## src/design/io_glue_defines.svh

```systemverilog
// io_glue_defines.svh: sizes, line positions, reset values and ids for the io line mux glue
// assumes: included by bare name, after the package, in every design file that needs it
`ifndef IO_GLUE_DEFINES_SVH
`define IO_GLUE_DEFINES_SVH

// bank and source sizes
`define BANK_W 32
`define SYS_SRC_N 7
`define CSA_W 3

// interrupt controller identifiers
`define SYS_IRQ_ID 1
`define FIQ_ID 0
`define EXT_IRQ_LINE_0_ID 29
`define IRQ1_ID 30
`define EXT_IRQ_LINE_2_ID 31

// bits of the chip select assignment setting
`define CSA_CS1_SDRAM 0
`define CSA_CS3_NAND 1
`define CSA_CS45_CARD 2

// bank b line positions
`define B_PANEL_DEN 3
`define B_PANEL_LAST 20
`define B_EXT_IRQ_LINE_2 29
`define B_IRQ1 30

// bank c line positions
`define C_NAND_OE 0
`define C_NAND_WE 1
`define C_EXT_IRQ_LINE_0 2
`define C_A25 3
`define C_CS4 4
`define C_CS5 5
`define C_CE1 6
`define C_CE2 7
`define C_FIQ 11
`define C_DHI_LO 16

// reset values
`define PSR_B_RST 32'h0000_0000
`define PSR_C_RST 32'h0000_0008
`define ABSEL_RST 32'h0000_0000
`define PULLUP_RST 32'hffff_ffff
`define IDLE_IN 1'b1
`define BOOT_WAIT 2'h2

`endif

```

## src/design/io_glue_pkg.sv

```systemverilog
// io_glue_pkg: types shared by the line mux cell and the glue top
// assumes: nothing beyond a synthesis tool that takes packed structs
package io_glue_pkg;

  // one bank's worth of drive: value and active-high enable
  typedef struct packed {
    logic [31:0] val;
    logic [31:0] en;
  } line_drive_s;

  // software configuration strobes for one bank; set and clear per line
  typedef struct packed {
    logic [31:0] periph_en;
    logic [31:0] periph_dis;
    logic [31:0] sel_a;
    logic [31:0] sel_b;
    logic [31:0] pu_en;
    logic [31:0] pu_dis;
  } line_cfg_s;

endpackage

```

## src/design/io_glue_top.sv

```systemverilog
// io_glue_top: io line mux for banks b and c, system interrupt merge, clock enable mask, chip selects
// assumes: one 40 MHz clock, pins asynchronous, peripherals and memory controllers on this clock
`include "io_glue_defines.svh"

module io_glue_top (
  // clock and reset
  input wire logic clock,
  input wire logic nrst,
  // line configuration
  input wire logic cfg_write,
  input wire logic cfg_bank,
  input wire io_glue_pkg::line_cfg_s cfg,
  output logic [31:0] line_peripheral_status_b,
  output logic [31:0] line_peripheral_status_c,
  // bank b peripheral side
  input wire io_glue_pkg::line_drive_s bankb_gpio,
  input wire io_glue_pkg::line_drive_s bankb_fa,
  input wire io_glue_pkg::line_drive_s bankb_fb,
  output logic [31:0] bankb_gpio_in,
  output logic [31:0] bankb_fa_in,
  output logic [31:0] bankb_fb_in,
  // bank c peripheral side
  input wire io_glue_pkg::line_drive_s bankc_gpio,
  input wire io_glue_pkg::line_drive_s bankc_fa,
  input wire io_glue_pkg::line_drive_s bankc_fb,
  output logic [31:0] bankc_gpio_in,
  output logic [31:0] bankc_fa_in,
  output logic [31:0] bankc_fb_in,
  // pins
  input wire logic [31:0] pinb_in,
  output logic [31:0] pinb_out,
  output logic [31:0] pinb_oe_n,
  output logic [31:0] pinb_pullup,
  input wire logic [31:0] pinc_in,
  output logic [31:0] pinc_out,
  output logic [31:0] pinc_oe_n,
  output logic [31:0] pinc_pullup,
  output logic boot_mode_select_pin,
  // interrupts and clock enables
  input wire logic [6:0] sys_irq_src,
  output logic [31:0] irq_sources,
  input wire logic [31:0] clk_en_req,
  output logic [31:0] periph_clk_en,
  // external bus
  input wire logic [2:0] chip_select_assign_setting,
  input wire logic data_bus_32,
  input wire logic nand_16bit,
  input wire logic [7:0] smc_cs_n,
  input wire logic sdram_cs_n,
  input wire logic smc_rd_n,
  input wire logic smc_wr_n,
  input wire logic [25:0] addr,
  input wire logic [15:0] dhi_out,
  input wire logic dhi_oe,
  output logic [15:0] dhi_in,
  output logic [24:0] ebi_addr,
  output logic [7:0] ebi_cs_n,
  output logic nand_hi_lane_en
);

  logic [31:0] psr_b_reg, psr_b_next, psr_c_reg, psr_c_next;
  logic [31:0] absel_b_reg, absel_b_next, absel_c_reg, absel_c_next;
  logic [31:0] pu_b_reg, pu_b_next, pu_c_reg, pu_c_next;
  logic [31:0] syb1_reg, syb2_reg, syc1_reg, syc2_reg;
  logic [1:0] boot_cnt_reg, boot_cnt_next;
  logic boot_reg, boot_next;
  io_glue_pkg::line_drive_s pinb_mux, pinc_mux, bankc_fa_eff;
  logic [31:0] outb_reg, outb_next, oenb_reg, oenb_next;
  logic [31:0] outc_reg, outc_next, oenc_reg, oenc_next;
  logic [31:0] irq_reg, irq_next, clk_reg, clk_next;
  logic [7:0] cs_reg, cs_next;
  logic [24:0] addr_reg, addr_next;
  logic lane_reg, lane_next;
  logic nand_on, card_on;

  // line configuration: pu_en and sel_b win over their clears when both strobe, periph_dis wins over periph_en
  always_comb
  begin
    psr_b_next = psr_b_reg;
    absel_b_next = absel_b_reg;
    pu_b_next = pu_b_reg;
    psr_c_next = psr_c_reg;
    absel_c_next = absel_c_reg;
    pu_c_next = pu_c_reg;
    if (cfg_write && !cfg_bank)
    begin
      psr_b_next = (psr_b_reg & ~cfg.periph_en) | cfg.periph_dis;
      absel_b_next = (absel_b_reg & ~cfg.sel_a) | cfg.sel_b;
      pu_b_next = (pu_b_reg & ~cfg.pu_dis) | cfg.pu_en;
    end
    if (cfg_write && cfg_bank)
    begin
      psr_c_next = (psr_c_reg & ~cfg.periph_en) | cfg.periph_dis;
      absel_c_next = (absel_c_reg & ~cfg.sel_a) | cfg.sel_b;
      pu_c_next = (pu_c_reg & ~cfg.pu_dis) | cfg.pu_en;
    end
  end

  // status 1 means gpio owns the line; exported as peripheral status below
  always_ff @(posedge clock or negedge nrst)
  begin
    if (!nrst)
    begin
      psr_b_reg <= ~`PSR_B_RST;
      psr_c_reg <= ~`PSR_C_RST;
      absel_b_reg <= `ABSEL_RST;
      absel_c_reg <= `ABSEL_RST;
      pu_b_reg <= `PULLUP_RST;
      pu_c_reg <= `PULLUP_RST;
    end
    else
    begin
      psr_b_reg <= psr_b_next;
      psr_c_reg <= psr_c_next;
      absel_b_reg <= absel_b_next;
      absel_c_reg <= absel_c_next;
      pu_b_reg <= pu_b_next;
      pu_c_reg <= pu_c_next;
    end
  end

  assign line_peripheral_status_b = ~psr_b_reg;
  assign line_peripheral_status_c = ~psr_c_reg;
  assign pinb_pullup = pu_b_reg;
  assign pinc_pullup = pu_c_reg;

  // two-stage synchronisers; idle level is high like the pullups
  always_ff @(posedge clock or negedge nrst)
  begin
    if (!nrst)
    begin
      syb1_reg <= 32'hffff_ffff;
      syb2_reg <= 32'hffff_ffff;
      syc1_reg <= 32'hffff_ffff;
      syc2_reg <= 32'hffff_ffff;
    end
    else
    begin
      syb1_reg <= pinb_in;
      syb2_reg <= syb1_reg;
      syc1_reg <= pinc_in;
      syc2_reg <= syc1_reg;
    end
  end

  assign bankb_gpio_in = syb2_reg;
  assign bankc_gpio_in = syc2_reg;

  // boot level caught at the third edge after release, once the second stage holds the pin, not its reset value
  always_comb
  begin
    boot_cnt_next = boot_cnt_reg;
    boot_next = boot_reg;
    if (boot_cnt_reg <= `BOOT_WAIT)
    begin
      boot_cnt_next = boot_cnt_reg + 2'h1;
    end
    if (boot_cnt_reg == `BOOT_WAIT)
    begin
      boot_next = syb2_reg[`B_PANEL_DEN];
    end
  end

  always_ff @(posedge clock or negedge nrst)
  begin
    if (!nrst)
    begin
      boot_cnt_reg <= 2'h0;
      boot_reg <= 1'b0;
    end
    else
    begin
      boot_cnt_reg <= boot_cnt_next;
      boot_reg <= boot_next;
    end
  end

  assign boot_mode_select_pin = boot_reg;

  // external bus: fixed function a lines of bank c, card and nand glue
  assign nand_on = chip_select_assign_setting[`CSA_CS3_NAND];
  assign card_on = chip_select_assign_setting[`CSA_CS45_CARD];
  always_comb
  begin
    bankc_fa_eff = bankc_fa;
    // nand strobes only while cs3 is active, any device width
    bankc_fa_eff.val[`C_NAND_OE] = ~(!smc_cs_n[3] && !smc_rd_n);
    bankc_fa_eff.en[`C_NAND_OE] = nand_on;
    bankc_fa_eff.val[`C_NAND_WE] = ~(!smc_cs_n[3] && !smc_wr_n);
    bankc_fa_eff.en[`C_NAND_WE] = nand_on;
    // top address bit or card read-not-write
    bankc_fa_eff.val[`C_A25] = card_on ? smc_wr_n : addr[25];
    bankc_fa_eff.en[`C_A25] = 1'b1;
    bankc_fa_eff.val[`C_CS4] = cs_next[4];
    bankc_fa_eff.en[`C_CS4] = 1'b1;
    bankc_fa_eff.val[`C_CS5] = cs_next[5];
    bankc_fa_eff.en[`C_CS5] = 1'b1;
    // card enables; width16 flag and ide select have no input here
    bankc_fa_eff.val[`C_CE1] = smc_cs_n[4] & smc_cs_n[5];
    bankc_fa_eff.en[`C_CE1] = card_on;
    bankc_fa_eff.val[`C_CE2] = smc_cs_n[4] & smc_cs_n[5];
    bankc_fa_eff.en[`C_CE2] = card_on;
    // upper data lanes only in 32-bit mode
    bankc_fa_eff.val[31:`C_DHI_LO] = dhi_out;
    bankc_fa_eff.en[31:`C_DHI_LO] = {16{dhi_oe && data_bus_32}};
  end

  assign dhi_in = bankc_fa_in[31:`C_DHI_LO];

  // line steering for both banks; bank b function a carries panel lines 0..20
  line_mux_bank u_bank_b (
    .periph(~psr_b_reg),
    .sel_b(absel_b_reg),
    .gpio(bankb_gpio),
    .fa(bankb_fa),
    .fb(bankb_fb),
    .pin_in(syb2_reg),
    .pin(pinb_mux),
    .fa_in(bankb_fa_in),
    .fb_in(bankb_fb_in)
  );

  line_mux_bank u_bank_c (
    .periph(~psr_c_reg),
    .sel_b(absel_c_reg),
    .gpio(bankc_gpio),
    .fa(bankc_fa_eff),
    .fb(bankc_fb),
    .pin_in(syc2_reg),
    .pin(pinc_mux),
    .fa_in(bankc_fa_in),
    .fb_in(bankc_fb_in)
  );

  // chip selects, interrupt sources and clock mask
  always_comb
  begin
    cs_next = smc_cs_n;
    if (chip_select_assign_setting[`CSA_CS1_SDRAM])
    begin
      cs_next[1] = sdram_cs_n;
    end
    addr_next = addr[24:0];
    lane_next = nand_on && nand_16bit;
    irq_next = 32'h0000_0000;
    irq_next[`SYS_IRQ_ID] = |sys_irq_src;
    irq_next[`FIQ_ID] = ~bankc_fb_in[`C_FIQ];
    irq_next[`EXT_IRQ_LINE_0_ID] = ~bankc_fb_in[`C_EXT_IRQ_LINE_0];
    irq_next[`IRQ1_ID] = ~bankb_fb_in[`B_IRQ1];
    irq_next[`EXT_IRQ_LINE_2_ID] = ~bankb_fb_in[`B_EXT_IRQ_LINE_2];
    clk_next = clk_en_req;
    clk_next[`SYS_IRQ_ID] = 1'b1;
    clk_next[`FIQ_ID] = 1'b0;
    clk_next[`EXT_IRQ_LINE_0_ID] = 1'b0;
    clk_next[`IRQ1_ID] = 1'b0;
    clk_next[`EXT_IRQ_LINE_2_ID] = 1'b0;
    outb_next = pinb_mux.val;
    oenb_next = ~pinb_mux.en;
    outc_next = pinc_mux.val;
    oenc_next = ~pinc_mux.en;
  end

  // output registers; peripheral-owned reset lines drive at once
  always_ff @(posedge clock or negedge nrst)
  begin
    if (!nrst)
    begin
      cs_reg <= 8'hff;
      addr_reg <= 25'h0000000;
      lane_reg <= 1'b0;
      irq_reg <= 32'h0000_0000;
      clk_reg <= 32'h0000_0002;
      outb_reg <= 32'h0000_0000;
      oenb_reg <= ~`PSR_B_RST;
      outc_reg <= 32'h0000_0000;
      oenc_reg <= ~`PSR_C_RST;
    end
    else
    begin
      cs_reg <= cs_next;
      addr_reg <= addr_next;
      lane_reg <= lane_next;
      irq_reg <= irq_next;
      clk_reg <= clk_next;
      outb_reg <= outb_next;
      oenb_reg <= oenb_next;
      outc_reg <= outc_next;
      oenc_reg <= oenc_next;
    end
  end

  assign ebi_cs_n = cs_reg;
  assign ebi_addr = addr_reg;
  assign nand_hi_lane_en = lane_reg;
  assign irq_sources = irq_reg;
  assign periph_clk_en = clk_reg;
  assign pinb_out = outb_reg;
  assign pinb_oe_n = oenb_reg;
  assign pinc_out = outc_reg;
  assign pinc_oe_n = oenc_reg;
endmodule // io_glue_top

```

## src/design/line_mux_bank.sv

```systemverilog
// line_mux_bank: combinational steering of one bank of io lines to gpio, function a or function b
// assumes: pin input already synchronised; pin drive registered by the instantiating module, fa_in and fb_in passed out unregistered
`include "io_glue_defines.svh"

module line_mux_bank (
  // selection state
  input wire logic [31:0] periph,
  input wire logic [31:0] sel_b,
  // sources
  input wire io_glue_pkg::line_drive_s gpio,
  input wire io_glue_pkg::line_drive_s fa,
  input wire io_glue_pkg::line_drive_s fb,
  // synchronised pin level
  input wire logic [31:0] pin_in,
  // results
  output io_glue_pkg::line_drive_s pin,
  output logic [31:0] fa_in,
  output logic [31:0] fb_in
);

  // per line: drive from the owner, inputs only reach the owner
  always_comb
  begin
    for (int i = 0; i < `BANK_W; i++)
    begin
      if (!periph[i])
      begin
        pin.val[i] = gpio.val[i];
        pin.en[i] = gpio.en[i];
      end
      else if (sel_b[i])
      begin
        pin.val[i] = fb.val[i];
        pin.en[i] = fb.en[i];
      end
      else
      begin
        pin.val[i] = fa.val[i];
        pin.en[i] = fa.en[i];
      end
      fa_in[i] = (periph[i] && !sel_b[i]) ? pin_in[i] : `IDLE_IN;
      fb_in[i] = (periph[i] && sel_b[i]) ? pin_in[i] : `IDLE_IN;
    end
  end

endmodule // line_mux_bank
```

## config.mk

```make
export PLATFORM = sky130hd
export DESIGN_NAME = io_glue_top
export DESIGN_NICKNAME = d
export VERILOG_FILES = /design/src/design/io_glue_pkg.sv /design/src/design/io_glue_top.sv /design/src/design/line_mux_bank.sv
export VERILOG_INCLUDE_DIRS = /design/src /design/src/design
export SDC_FILE = /design/constraint.sdc
export NUM_CORES = 1
export LEC_CHECK = 0
export ABC_AREA = 1
export BUFFER_PORTS_ARGS = -buffer_cell sky130_fd_sc_hd__buf_2
export CAP_MARGIN = 5
export CORE_AREA = 2 2 504 506
export CTS_CLUSTER_SIZE = 30
export DETAILED_ROUTE_END_ITERATION = 12
export DIE_AREA = 0 0 506 508
export PLACE_DENSITY = 0.3
export SLEW_MARGIN = 20
export SYNTH_ARGS = -nofsm -noshare
export SYNTH_HDL_FRONTEND = slang
export SYNTH_HIERARCHICAL = 1
export SYNTH_SLANG_ARGS = --single-unit
```

## constraint.sdc

```tcl
create_clock -name clock -period 1 [get_ports clock]
set_input_delay 0.05 -clock clock [delete_from_list [all_inputs] [get_ports clock]]
set_output_delay 0.05 -clock clock [all_outputs]
set_load 0.005 [all_outputs]
```

## Yosys cells after proc, flatten, opt, wreduce, memory -nomap -nowiden

Cells that the tools add are included.
Widths: inputs -> output; s select.

- Register bits after elaboration: 517
- Latch bits: 0
- Memory bits (writable): 0
- Bits in read-only memories: 0
- Input bits: 742
- Output and inout port bits: 563
- Memories: 0

- $add $sub $neg: 1
- Multiply operators: 0
- Div/mod/pow operators: 0
- Order comparisons: 1
- Equal/unequal tests: 1
- Shift operators: 0
- Muxes and demuxes: 386
- Bitwise gates (word level): 26
- Reduce and logical (&&, ||, !) cells: 203

Operator list:

| cell | count |
|---|---|
| $mux 1 | 386 |
| $not 32->32 | 7 |
| $and 32x32->32 | 6 |
| $or 32x32->32 | 6 |
| $logic_and 1x1->1 | 134 |
| $logic_not 1->1 | 68 |
| $reduce_or 7->1 | 1 |
| $not 1->1 | 6 |
| $add 2x1->2 const B | 1 |
| $eq 2x2->1 const B | 1 |
| $le 2x2->1 const B | 1 |
| $and 1x1->1 | 1 |

## Depth between registers and ports, before layout

- Word-level depth: 5
- Depth in mapped cells: 7

## Modules after synthesis

Netlist, hierarchy kept.

By module, submodules not included:

| module | instances | cells each | area each (um^2) |
|---|---|---|---|
| io_glue_top | 1 | 1567 | 17873.4 |
| line_mux_bank | 2 | 416 | 1881.8 |

## Worst setup path before layout

OpenSTA, ideal clock, no wires.

- Kind: register -> register
- From: register psr_b_reg[22]
- To: register oenb_reg[22], in the netlist pinb_oe_n[22]
- Data arrival time: 0.825 ns
- Slack: 0.102 ns
- Stages on the path, launching flop included: 6
- Path buffers: 0
- Clock period less this slack: 0.898 ns
- Cell sequence: dfstp_2 inv_1 inv_1 nand2_1 nand3_1 inv_1

RTL lines:

| element | RTL line | RTL |
|---|---|---|
| from (decl) | io_glue_top.sv:61 | `logic [31:0] psr_b_reg, psr_b_next, psr_c_reg, psr_c_next;` |
| from (signal assigned) | io_glue_top.sv:104 | `` psr_b_reg <= ~`PSR_B_RST; `` |
| from (signal assigned) | io_glue_top.sv:113 | `psr_b_reg <= psr_b_next;` |
| to (signal assigned) | io_glue_top.sv:274 | `` oenb_reg <= ~`PSR_B_RST; `` |
| to (signal assigned) | io_glue_top.sv:286 | `oenb_reg <= oenb_next;` |
| to (decl) | io_glue_top.sv:68 | `logic [31:0] outb_reg, outb_next, oenb_reg, oenb_next;` |

## Worst setup path after layout

- From: register psr_c_reg[24]
- To: output bankc_fb_in[24]

- Cells in the longest elaborated chain, start to end: 3

RTL lines:

| element | RTL line | RTL |
|---|---|---|
| from (decl) | io_glue_top.sv:61 |  |
| from (signal assigned) | io_glue_top.sv:105 | `` psr_c_reg <= ~`PSR_C_RST; `` |
| from (signal assigned) | io_glue_top.sv:114 | `psr_c_reg <= psr_c_next;` |
| $not 32->32 | io_glue_top.sv:224 | `.periph(~psr_c_reg),` |
| $logic_and 1x1->1 | line_mux_bank.sv:42 | `` fb_in[i] = (periph[i] && sel_b[i]) ? pin_in[i] : `IDLE_IN; `` |
| $mux 1 (no source line) | n/a |  |
| to (decl) | io_glue_top.sv:28 | `output logic [31:0] bankc_fb_in,` |

Every way passes these cells.

==> metrics <==
IO Count=1305; Iter 0 DRT Violations=1256; Pre-Repair DR Iteration Count=5; nets@finish=5731; asr flop ratio synth=100%; Synth Cell Area=0.0216 sq mm; Worst-Skew Late Latency=700 ps; final worst slack=-836 ps; Setup Skew=35.3 ps; Yosys top cell by area=dfstp_2; root buffer cell=clkbuf_16; post-route cell area=0.0527 sq mm; Unique masters post-synth=19; worst hold path class=input port to flop; reg2reg path depth=7; DP HPWL=152000 microns; Post-synth EDFFs=0; max cap viols=0; wire per inst=22.3 microns; vias in the first global route=29.6k; sequential power share=32.9%; Die Width=506 microns; WL final=188000 microns; post-synthesis cell count=2399; status=finished with violations; port buffer count=1221; # DRC=0; most frequent cells after synthesis=nand2_1 (715), nand3_1 (704), inv_1 (335); violated checks=negative setup slack; slew margin rel.=61.6%; Comb power frac=31.5%; final hold vios=0; clock-pin slew reported for the worst setup and hold paths after clock tree synthesis=60 ps; RePlAce Congestion=0.908; Worst Setup Path Type=flop to output port; register area share after synthesis=61.7%; final core occ=20.9%; CP required=950 ps; fin cells=8443; final setup vio count=847; placed cell area=0.0337 sq mm; Max Slew Vio Count=0; worst-case vdd ir drop=0.00113 V; full die area=0.257 sq mm; H-tree levels=3; Fmax=545 MHz; Final min period=1840 ps; Yosys reg bits=517; CORE AREA=0.252 sq mm; CP max FO=5; Net Sw Power=27700 uW; Avg Vias per Cell=3.28; initial core utilization=8.58%; pwr/cell area=1580 mW/mm^2; placement row count=185; yosys warns=6; pin count of the biggest net entering global routing=45; Die H=508 microns; area grow syn2layout=144%; first-pass GRT wire length=249000 microns; Avg Cell Area, Syn=9.02 sq um; Worst Path Arrival=1790 ps; hold slack final=22.0 ps; most frequent cell after synthesis=nand2_1; internal cell power=55700 uW; CTS tree=built; top cell type's share of synthesized area=39.6%; clock buffer depth=3; clock sink count=517; prevailing post-synth register cell=dfstp_2; startpoint types=flop; ANT nets after route=0; Num CTS Buffers=78; dominant cells by area after synthesis=dfstp_2 (40%), dfrtp_1 (22%), nand3_1 (16%); RSZ-0062 raised after global routing=true; hold path cells=7; final period utilization=184%; Slew @ Worst Pin=575 ps; CP endpoint kind=output port; Switching Share=33.2%; routed via count=27.7k; dpl cells=7133; layout cells sized above 1=51.8%; P_leak=0.0240 uW; GRT overflow=0; GRT Overall Usage=14.1%; initial antenna violation count=72; clock share of power=35.6%
-- kinds of logic after synthesis --
kind of cell             Yosys count  synth area share [%]
other                              2                0.0347
XOR/XNOR                           1                0.0405
buffers and inverters            449                  9.20
adder cells (fa/ha/maj)            2                 0.116
AO/OA/AOI/OAI                      4                0.0925
AND/OR/NAND/NOR                 1424                  28.8
flip-flops                       517                  61.7
-- path summary, 6_finish.rpt --
| path | startpoint | endpoint | slack (ps) |
|---|---|---|---|
| worst max-delay path | psr_c_reg[24] | bankc_fb_in[24] | -840 |
| worst min-delay path | cfg_bank | absel_b_reg[1] | 20 |
| worst max register to register | psr_c_reg[13] | pinc_oe_n[13] | -470 |
| worst min register to register | syb1_reg[19] | bankb_gpio_in[19] | 340 |
| max in group asynchronous | nrst | absel_c_reg[0] | -110 |
| min in group asynchronous | nrst | pinb_out[15] | 120 |
-- per-stage QoR --
stage	setup TNS [ps]	setup slack [ps]	total power, uW
2_1_floorplan	0	102	31100
3_3_place_gp	-31920	-261	43900
3_5_place_dp	-33440	-274	43800
4_1_cts	-493640	-950	84400
5_1_grt	-455280	-938	88000
6_report	-382200	-836	83400
-- critical path, stage by stage, from the launching register on --
cell and delay, ps:
dfstp_2 550, clkinvlp_4 200, buf_6 180, nand3_2 70
buf_6 100
-- final cells by class --
class	instances	area, sq um
clock buffer	116	2280
sequential	517	13400
inverter	338	1500
antenna	26	65.1
multi-input combinational	1466	8450
timing repair buffer	2586	22400
clock inverter	28	413
fill	28000	200000
tap	3366	4210
-- routing by layer --
layer,track usage [%],part of all wire [%],routed length (microns),vias up
met5,0,0.14,267,-
met3,6.61,11,21200,211
met2,23.8,48,89300,1224
li1,-,-,-,12800
met1,16.1,39,73200,13400
met4,3.23,2.1,3860,40
-- repair_timing --
| item | in CTS | in global routing |
|---|---|---|
| hold buffers | 938 | 5 |
| hold endpoints to repair | 963 | 31 |
| pin swaps | 187 | 26 |
| cloned | 0 | 1 |
| setup endpoints to repair | 635 | 1042 |
| buffers inserted | 155 | 75 |
| resized for setup | 1219 | 138 |
-- placed cells by master (no fill, tap or decap), types with 19 or more instances in the layout --
master           n
dlygate4sd3_1  938
buf_2          866
nand2_1        694
buf_6          480
nand3_1        391
dfstp_2        326
nand3_2        260
buf_4          206
inv_1          179
dfrtp_1        168
inv_2           85
clkbuf_16       79
buf_12          54
nand3_4         53
inv_4           39
buf_8           38
conb_1          35
clkinvlp_4      34
diode_2         26
dfrtp_2         23
clkbuf_1        19
clkbuf_8        19
nand2_2         19
-- power by group through the flow --
stage / Clock, uW / Sequential, uW / Combinational [uW]
CTS: 31100 / 27500 / 25800
finish: 29700 / 27400 / 26300
detailed placement: 0 / 27200 / 16600
global placement: 0 / 27200 / 16700
floorplan: 0 / 26400 / 4760
global route: 31600 / 27800 / 28500
Note: power is estimated with default switching activity, not from simulation.
